--- src/sdirx_pkg.sv ---
// Package for the receiver pin mode control block: mode encodings and field constants.
// Assumes a single 20 MHz clock and classic Wishbone register access.
package sdirx_pkg;
    localparam logic [3:0] SDIRX_ADDR_CTRL    = 4'h0;
    localparam logic [3:0] SDIRX_ADDR_STATUS  = 4'h4;
    localparam logic [3:0] SDIRX_ADDR_DATA    = 4'h8;
    localparam logic [31:0] SDIRX_CTRL_RESET  = 32'h00000000;
    // Control register fields
    localparam int SDIRX_CTRL_AUTO_BIT        = 0;
    // Status register fields
    localparam int SDIRX_ST_CEA_BIT           = 0;
    localparam int SDIRX_ST_W20_BIT           = 1;
    localparam int SDIRX_ST_PROC_BIT          = 2;
    localparam int SDIRX_ST_SDO_BIT           = 3;
    localparam int SDIRX_ST_STBY_BIT          = 4;
    localparam int SDIRX_ST_MODE_LSB          = 8;
    localparam int SDIRX_NUM_CTRL             = 7;
    localparam logic [31:0] SDIRX_UNMAPPED    = 32'h00000000;
    typedef enum logic [3:0] {
        SDIRX_MODE_SMPTE   = 4'h1,
        SDIRX_MODE_ASI     = 4'h2,
        SDIRX_MODE_THROUGH = 4'h4,
        SDIRX_MODE_STANDBY = 4'h8
    } sdirx_mode_e;
endpackage

--- src/sdirx_sync3.sv ---
// Three-flop synchroniser for a group of static control pins.
// Assumes pins are asynchronous to clk_i; output changes once stages two and three agree.
`timescale 1ns/1ps
module sdirx_sync3 #(
    parameter int W = 1
) (
    // Clock and reset
    input  wire logic         clk_i,
    input  wire logic         rst_i,
    // Pins in, clean levels out
    input  wire logic [W-1:0] async_i,
    input  wire logic [W-1:0] reset_val_i,
    output logic      [W-1:0] sync_o
);
    logic [W-1:0] s1;
    logic [W-1:0] s2;
    logic [W-1:0] s3;

    genvar g;
    generate
        for (g = 0; g < W; g++)
        begin : g_bit
            always_ff @(posedge clk_i)
            begin
                s1[g] <= async_i[g];
                s2[g] <= s1[g];
                s3[g] <= s2[g];
                if (rst_i)
                    sync_o[g] <= reset_val_i[g];
                else if (s2[g] == s3[g])
                    sync_o[g] <= s3[g];
            end
        end
    endgenerate
endmodule

--- src/sdirx_pin_ctrl.sv ---
// Pin mode control of the serial video receiver: synchronises control pins and
// steers timing outputs, bus width, processing, loop-through and standby.
// Assumes a 20 MHz clock, a Wishbone classic master, and a word strobe from the datapath.
//
// Behaviour
// - CEA select high drives de instead of native f on the third timing output; h and v pass unchanged.
// - Bus width select high gives 20-bit bus, low gives 10-bit multiplexed bus.
// - Processing enable high runs all optional video processing, in SMPTE mode only.
// - Processing enable low bypasses processing, low-latency mode.
// - Serial output enable low parks both loop outputs high.
// - Serial output enable high drives loop data on true and complement outputs.
// - Standby high halts data processing and powers down digital I/O; here bus and timing hold, loop outputs park high, mode levels drop low, crystal copy runs on.
// - In standby both loop outputs are held high regardless of enable.
// - Buffered crystal reference copied to crystal buffer output.
// - Manual mode with both selects low gives plain serial-to-parallel conversion.
// - Manual mode with ASI high and SMPTE low gives ASI extraction.
//
// The Wishbone register port and the register addresses were left to the implementer.
`timescale 1ns/1ps
module sdirx_pin_ctrl
    import sdirx_pkg::*;
(
    // Clock and reset
    input  wire logic        clk_i,
    input  wire logic        rst_i,
    // Wishbone classic slave
    input  wire logic        cyc_i,
    input  wire logic        stb_i,
    input  wire logic        we_i,
    input  wire logic [3:0]  adr_i,
    input  wire logic [3:0]  sel_i,
    input  wire logic [31:0] dat_i,
    output logic      [31:0] dat_o,
    output logic             ack_o,
    // Control pins from board controller
    input  wire logic        cea_sync_select_i,
    input  wire logic        bus_width_select_i,
    input  wire logic        video_processing_enable_i,
    input  wire logic        serial_out_enable_i,
    input  wire logic        standby_i,
    input  wire logic        smpte_valid_select_i,
    input  wire logic        asi_extract_select_i,
    // Datapath side
    input  wire logic        word_boundary_i,
    input  wire logic        serial_data_i,
    input  wire logic        crystal_ref_i,
    input  wire logic [19:0] pixel_i,
    input  wire logic        h_i,
    input  wire logic        v_i,
    input  wire logic        f_i,
    input  wire logic        de_i,
    // Outputs
    output logic             serial_loop_out_o,
    output logic             serial_loop_out_n_o,
    output logic             crystal_buffer_out_o,
    output logic [19:0]      pout_o,
    output logic             timing_a_o,
    output logic             timing_b_o,
    output logic             timing_c_o,
    output logic             processing_on_o,
    output logic             low_latency_o,
    output logic             asi_mode_o,
    output logic             decode_on_o
);
    logic [SDIRX_NUM_CTRL-1:0] pins_s;
    logic [SDIRX_NUM_CTRL-1:0] act;
    logic        auto_mode;
    sdirx_mode_e mode;
    sdirx_mode_e next_mode;
    logic        mux_phase;

    // synchroniser; all seven pins read low out of reset until their stages agree
    sdirx_sync3 #(.W(SDIRX_NUM_CTRL)) u_sync (
        .clk_i       (clk_i),
        .rst_i       (rst_i),
        .async_i     ({asi_extract_select_i, smpte_valid_select_i, standby_i, serial_out_enable_i,
                       video_processing_enable_i, bus_width_select_i, cea_sync_select_i}),
        .reset_val_i ({SDIRX_NUM_CTRL{1'b0}}),
        .sync_o      (pins_s)
    );

    // Standby acts at once; other controls swap only between words to avoid torn words
    always_ff @(posedge clk_i)
    begin
        if (rst_i)
            act <= '0;
        else
        begin
            act[4] <= pins_s[4];
            if (word_boundary_i)
                act <= pins_s;
        end
    end

    // Operating mode from selects; outside standby, auto mode treats the stream as SMPTE
    always_comb
    begin
        if (act[4])
            next_mode = SDIRX_MODE_STANDBY;
        else if (auto_mode)
            next_mode = SDIRX_MODE_SMPTE;
        else if (act[6] && !act[5])
            next_mode = SDIRX_MODE_ASI;
        else if (!act[6] && !act[5])
            next_mode = SDIRX_MODE_THROUGH;
        else
            next_mode = SDIRX_MODE_SMPTE;
    end

    always_ff @(posedge clk_i)
    begin
        if (rst_i)
            mode <= SDIRX_MODE_STANDBY;
        else
            mode <= next_mode;
    end

    always_ff @(posedge clk_i)
    begin
        if (rst_i)
        begin
            processing_on_o <= 1'b0;
            low_latency_o   <= 1'b0;
            asi_mode_o      <= 1'b0;
            decode_on_o     <= 1'b0;
        end
        else
        begin
            processing_on_o <= act[2] && (next_mode == SDIRX_MODE_SMPTE);
            low_latency_o   <= !act[2] && !act[4];
            asi_mode_o      <= next_mode == SDIRX_MODE_ASI;
            decode_on_o     <= next_mode == SDIRX_MODE_SMPTE || next_mode == SDIRX_MODE_ASI;
        end
    end

    // Loop-through: high on both legs when disabled or in standby
    always_ff @(posedge clk_i)
    begin
        if (rst_i)
        begin
            serial_loop_out_o   <= 1'b1;
            serial_loop_out_n_o <= 1'b1;
        end
        else if (act[4] || !act[3])
        begin
            serial_loop_out_o   <= 1'b1;
            serial_loop_out_n_o <= 1'b1;
        end
        else
        begin
            serial_loop_out_o   <= serial_data_i;
            serial_loop_out_n_o <= !serial_data_i;
        end
    end

    // Crystal copy is a registered pass-through at this clock, not a true analogue buffer
    always_ff @(posedge clk_i)
    begin
        if (rst_i)
            crystal_buffer_out_o <= 1'b0;
        else
            crystal_buffer_out_o <= crystal_ref_i;
    end

    // Parallel bus and timing; in standby outputs hold static
    always_ff @(posedge clk_i)
    begin
        if (rst_i)
        begin
            pout_o     <= '0;
            mux_phase  <= 1'b0;
            timing_a_o <= 1'b0;
            timing_b_o <= 1'b0;
            timing_c_o <= 1'b0;
        end
        else if (!act[4])
        begin
            mux_phase <= act[1] ? 1'b0 : !mux_phase;
            if (act[1])
                pout_o <= pixel_i;
            else
                pout_o <= {10'h000, mux_phase ? pixel_i[9:0] : pixel_i[19:10]};
            timing_a_o <= h_i;
            timing_b_o <= v_i;
            timing_c_o <= act[0] ? de_i : f_i;
        end
    end

    // Wishbone slave: one wait state, ack for one cycle
    always_ff @(posedge clk_i)
    begin
        if (rst_i)
        begin
            ack_o     <= 1'b0;
            dat_o     <= '0;
            auto_mode <= SDIRX_CTRL_RESET[SDIRX_CTRL_AUTO_BIT];
        end
        else
        begin
            ack_o <= cyc_i && stb_i && !ack_o;
            if (cyc_i && stb_i && !ack_o)
            begin
                if (adr_i == SDIRX_ADDR_CTRL)
                begin
                    if (we_i && sel_i[0])
                        auto_mode <= dat_i[SDIRX_CTRL_AUTO_BIT];
                    dat_o <= {31'h00000000, auto_mode};
                end
                else if (adr_i == SDIRX_ADDR_STATUS)
                    dat_o <= {20'h00000, mode, 3'h0, act[4:0]};
                else
                    dat_o <= SDIRX_UNMAPPED;
            end
        end
    end
endmodule

--- config.mk ---
export PLATFORM = sky130hd
export DESIGN_NAME = sdirx_pin_ctrl
export DESIGN_NICKNAME = d
export VERILOG_FILES = /design/src/sdirx_pkg.sv /design/src/sdirx_sync3.sv /design/src/sdirx_pin_ctrl.sv
export SDC_FILE = /design/constraint.sdc
export NUM_CORES = 1
export LEC_CHECK = 0
export ABC_AREA = 0
export BUFFER_PORTS_ARGS = -buffer_cell sky130_fd_sc_hd__buf_2
export CAP_MARGIN = 0
export CORE_MARGIN = 4
export CORE_UTILIZATION = 41
export CTS_CLUSTER_SIZE = 20
export DETAILED_ROUTE_END_ITERATION = 16
export PLACE_DENSITY_LB_ADDON = 0.2
export SYNTH_ARGS = -nofsm -noshare
export SYNTH_HDL_FRONTEND = slang
export SYNTH_HIERARCHICAL = 1
export SYNTH_SLANG_ARGS = --single-unit
--- constraint.sdc ---
create_clock -name clk_i -period 0.96 [get_ports clk_i]
set_input_delay 0.288 -clock clk_i [delete_from_list [all_inputs] [get_ports clk_i]]
set_output_delay 0.288 -clock clk_i [all_outputs]
set_load 0.02 [all_outputs]
== Word level (Yosys, flattened, before mapping) ==
Index checks and enable logic that the tools add are counted.
Widths: inputs -> output; s select.
Cells by class
  reduce and logical (&&, ||, !) cells: 20
  add/sub/neg operators: 0
  order comparisons: 0
  mux-type cells: 10
  shift-type cells: 0
  equality and inequality tests: 10
  div/mod/pow operators: 0
  $mul: 0
  bitwise operators: 0
Operator list (number)
  $mux 12: 2
  $mux 20: 1
  $mux 10: 1
  $mux 3: 3
  $logic_not 1->1: 8
  $eq 1x1->1: 7
  $logic_and 1x1->1: 7
  $eq 4x1->1 const B: 1
  $eq 4x2->1 const B: 1
  $eq 4x3->1 const B: 1
  $logic_not 4->1: 1
  $mux 4: 1
  $reduce_and 3->1: 1
  $logic_or 1x1->1: 2
  $mux 1: 2
  $reduce_or 2->1: 1
Storage, ports and cells
  register bits after elaboration: 104
  logic and storage cells: 86
  input port bits: 79
  latch bits: 0
  ROM bits: 0
  memories: 0
  bits in writable memories: 0
  output and inout port bits: 63

== Longest topological paths before layout ==
  depth in word-level cells: 8
  gate-level depth with buffers: 5
  mapped depth without buffers: 4

== Cells and area by module ==
Netlist, hierarchy kept.
Modules (own cells, without submodules)
  sdirx_pin_ctrl: times used 1, cells each 230, area an instance 2097.0 µm²
  sdirx_sync3: times used 1, cells each 50, area an instance 837.1 µm²

== Worst setup path after synthesis ==
No wires, ideal clock.
  kind: reg-to-reg
  from: register ack_o
  to: register auto_mode
  required time: 0.888 ns
  buffers on the path: 1
  cell stages (with the launch flop): 5
  period minus slack after synthesis: 1.104 ns
  path slack: -0.144 ns
  arrival: 1.033 ns
  cells stage by stage: dfxtp_1 and3b_1 buf_2 nand4_1 mux2i_1
On the way
  word-level cells in the longest chain between the ends: 3
RTL lines
  from (decl): line sdirx_pin_ctrl.sv:34  | output logic ack_o,
  from (signal assigned): line sdirx_pin_ctrl.sv:200  | ack_o <= cyc_i && stb_i && !ack_o;
  $logic_not 1->1: line sdirx_pin_ctrl.sv:201  | if (cyc_i && stb_i && !ack_o)
  $logic_and 1x1->1: line sdirx_pin_ctrl.sv:201
  $reduce_and 3->1 (no line)
  to (signal assigned): line sdirx_pin_ctrl.sv:196  | auto_mode <= SDIRX_CTRL_RESET[SDIRX_CTRL_AUTO_BIT];
  to (signal assigned): line sdirx_pin_ctrl.sv:206  | auto_mode <= dat_i[SDIRX_CTRL_AUTO_BIT];
  to (decl): line sdirx_pin_ctrl.sv:67  | logic auto_mode;
No other way between the ends.
A chain may end at the register's enable or synchronous reset.

== Worst setup path after layout ==
  from: register act[1]
  to: register pout_o[7]
On the way
  word-level cells in the longest chain between the ends: 1
RTL lines
  from (decl): line sdirx_pin_ctrl.sv:66  | logic [SDIRX_NUM_CTRL-1:0] act;
  from (signal assigned): line sdirx_pin_ctrl.sv:91  | act <= pins_s;
  $mux 20: line sdirx_pin_ctrl.sv:179  | if (act[1])
  to (signal assigned): line sdirx_pin_ctrl.sv:180  | pout_o <= pixel_i;
  to (signal assigned): line sdirx_pin_ctrl.sv:182  | pout_o <= {10'h000, mux_phase ? pixel_i[9:0] : pixel_i[19:10]};
  to (decl): line sdirx_pin_ctrl.sv:56  | output logic [19:0] pout_o,
No other way between the ends.

==> qor.csv <==
metric,value,unit
status,"complete, but fails checks",
failed_checks,setup timing,
critPathSlowestCell,dfxtp_2,
cp.arrival,1.36,ns
fin_nets,485,
dp_slack,-0.328,ns
finalSetupViolCount,62,
slowest_delay,0.36,ns
fp-row-count,30,
dp_cells,473,
drv_cap,0,
hold_viol_final,0,
synth.distinct_cells,33,
dieArea,0.00857,mm2
rr_worst_depth,4,
io_buffers,84,
final_common_cell,buf_6,
cp-endpoint,pout_o[7]$_SDFFE_PP0N_,
grt_first_pass_wirelength,10000,um
gp_congestion,0.807,
skew,0.00652,ns
yosysSeqAreaShare,0.577,
syn_to_final_growth,51.8,%
ant_nets,0,
core_area,0.00687,mm2
power.switching,2000,uW
die_height,92.6,um
finalMaxSlewViolations,0,
final_area,0.00445,mm2
fin_crit,1.11,ns
critPathRequiredTime,1.21,ns
r2r_slack,-0.15,ns
critical_path_class,reg2reg,
seq_power_share,0.498,
ir_drop,992,uV
crit_start,act[1]$_SDFFE_PP0P_,
placed_cell_area,0.00355,mm2
initialDrtViolationCount,53,
layout_common_cells,"buf_6, buf_2, dfxtp_2, nor2_1",
cellLeakagePower,0.00193,uW
clock-sinks,81,
clock_latency,0.34,ns
nFillCells,538,
grt_pass1_vias,2155,
critical_path.startpoint_type,flop,
num_io_pins,142,
fmax,900,MHz
synth_area_per_cell,10.5,um2
grt_max_degree,27,
p_per_area,1700,mW/mm2
rr_startpoint,act[1]$_SDFFE_PP0P_,
ys.warnings.count,6,
wl,6820,um
path_max_fanout,5,
clkTransAtPathRegs,0.08,ns
internal-power,5580,uW
final_layout_size_suffix_gt1_frac,0.560,
route.detailed.drc,0,
clkPwrFrac,0.329,
cts_tree,yes,
path_cells,buf_6 > buf_6 > o21ai_0 > a311oi_2,
finalWorstSetupSlack,-0.151,ns
r2r_end,pout_o[7]$_SDFFE_PP0N_,
holdCritStartpoint,smpte_valid_select_i,
synth-seq-cells,81,
end_kind,flop,
combPwrFrac,0.173,
post_drt_wl_per_cell,13.4,um
cts_inserted_buffers,9,
cts-root-buf,clkbuf_8,
tns,-6.77,ns
drt-vias-per-instance,4.66,
syn_area,0.00293,mm2
initial_core_util,0.427,
drt-pass1-iter-count,4,
rsz0062_at_grt,true,
diodes,0,
synthCells,280,
clock_path_buffers,2,
fin_util,0.648,
swShare,0.264,
hp-class,in2reg,
dieWidth,92.6,um
final-instance-count-excl-fill,507,
grt_overflow,0,
antenna_found_initial,0,
critPathMostFrequentCell,buf_6,
vias,2363,
grt_usage,0.146,
post-dp-hpwl,4270,um
cts_max_level,3,
cts_hold_buffers,0,
period_share,1.16,
==> worst min-delay path by stage <==
stage                                end  slack (ns)  depth (start not counted)
floorplan           u_sync/s2[0]$_DFF_P_        0.31                          0
global placement    u_sync/s2[5]$_DFF_P_        0.31                          0
detailed placement  u_sync/s2[0]$_DFF_P_        0.31                          0
CTS                 u_sync/s1[2]$_DFF_P_        0.03                          1
global route        u_sync/s1[6]$_DFF_P_        0.02                          1
finish              u_sync/s1[5]$_DFF_P_        0.04                          1
==> Yosys cell counts, drive strengths merged <==
library cell  count  area share
a21oi            11       0.019
a22oi            10       0.026
a311oi           10       0.030
and2              1      0.0021
and3              2      0.0043
and3b             1      0.0030
buf              35       0.081
clkbuf            3      0.0038
conb              1      0.0013
dfxtp            74        0.50
edfxtp            7       0.072
inv               2      0.0026
mux2              9       0.038
mux2i             9       0.031
nand2            21       0.027
nand2b            9       0.019
nand3            10       0.017
nand3b            2      0.0051
nand4             1      0.0021
nor2             36       0.049
nor2b             4      0.0085
nor3              3      0.0051
nor4              1      0.0021
nor4b             1      0.0081
o21ai            10       0.017
xor2              7       0.021
==> state kept, by name, indices dropped and copies added, names as in the netlist, 4 cells and up <==
register       count
u_sync/s1          7
mode               4
u_sync/s2          7
u_sync/s3          7
u_sync/sync_o      7
act                7
pout_o            20
dat_o              9
==> cell type report <==
type	instances	area [um2]	share of cell area
clock buffers	10	138	0.0309
clock inverters	6	67.6	0.0152
inverters	2	20.0	0.00449
multi-input cells	189	1260	0.284
flip-flops and latches	81	1750	0.393
well taps	96	120	0.0270
repair buffers	123	1090	0.245
==> metal layers <==
layer / track usage / wire (um)
met5: 0 / 0
met3: 0.0528 / 528
met1: 0.179 / 2980
met2: 0.231 / 3230
met4: 0.0606 / 85
==> timing repair <==
action | 4_1_cts | 5_1_grt
gates resized for setup | 147 | 33
buffers inserted | 4 | 11
pin swaps | 20 | 25
cloned | 2 | 2
endpoints found under the setup margin | 74 | 77
==> power groups by stage <==
stage / Combinational [uW] / Sequential (uW) / Clock (uW)
after detailed placement: 965 / 3800 / 0
after global placement: 954 / 3790 / 0
final: 1310 / 3770 / 2500
after CTS: 1170 / 3760 / 2570
after floorplan: 553 / 3890 / 0
after global routing: 1400 / 3790 / 2730
==> cells by family after synthesis <==
| family | Yosys count | synth area share |
|---|---|---|
| other cells | 1 | 0.00128 |
| flops | 81 | 0.577 |
| simple gates | 92 | 0.153 |
| mux | 18 | 0.0691 |
| compound gates | 41 | 0.0913 |
| buf+inv | 40 | 0.0878 |
| xor+xnor | 7 | 0.0209 |
==> per-stage QoR <==
stage,power [uW],hold slack [ns]
3_3_place_gp,4740,0.310
4_1_cts,7500,0.0271
6_report,7580,0.0429
3_5_place_dp,4760,0.312
5_1_grt,7920,0.0155
2_1_floorplan,4440,0.310
==> critical path, delay by kind of cell (launching register included) <==
kind	cells	cell delay (ns)
DFF	1	0.36
buffers and inverters	2	0.25
AOI/OAI and AO/OA	2	0.41
No activity file was read; power rests on OpenSTA's default activity.
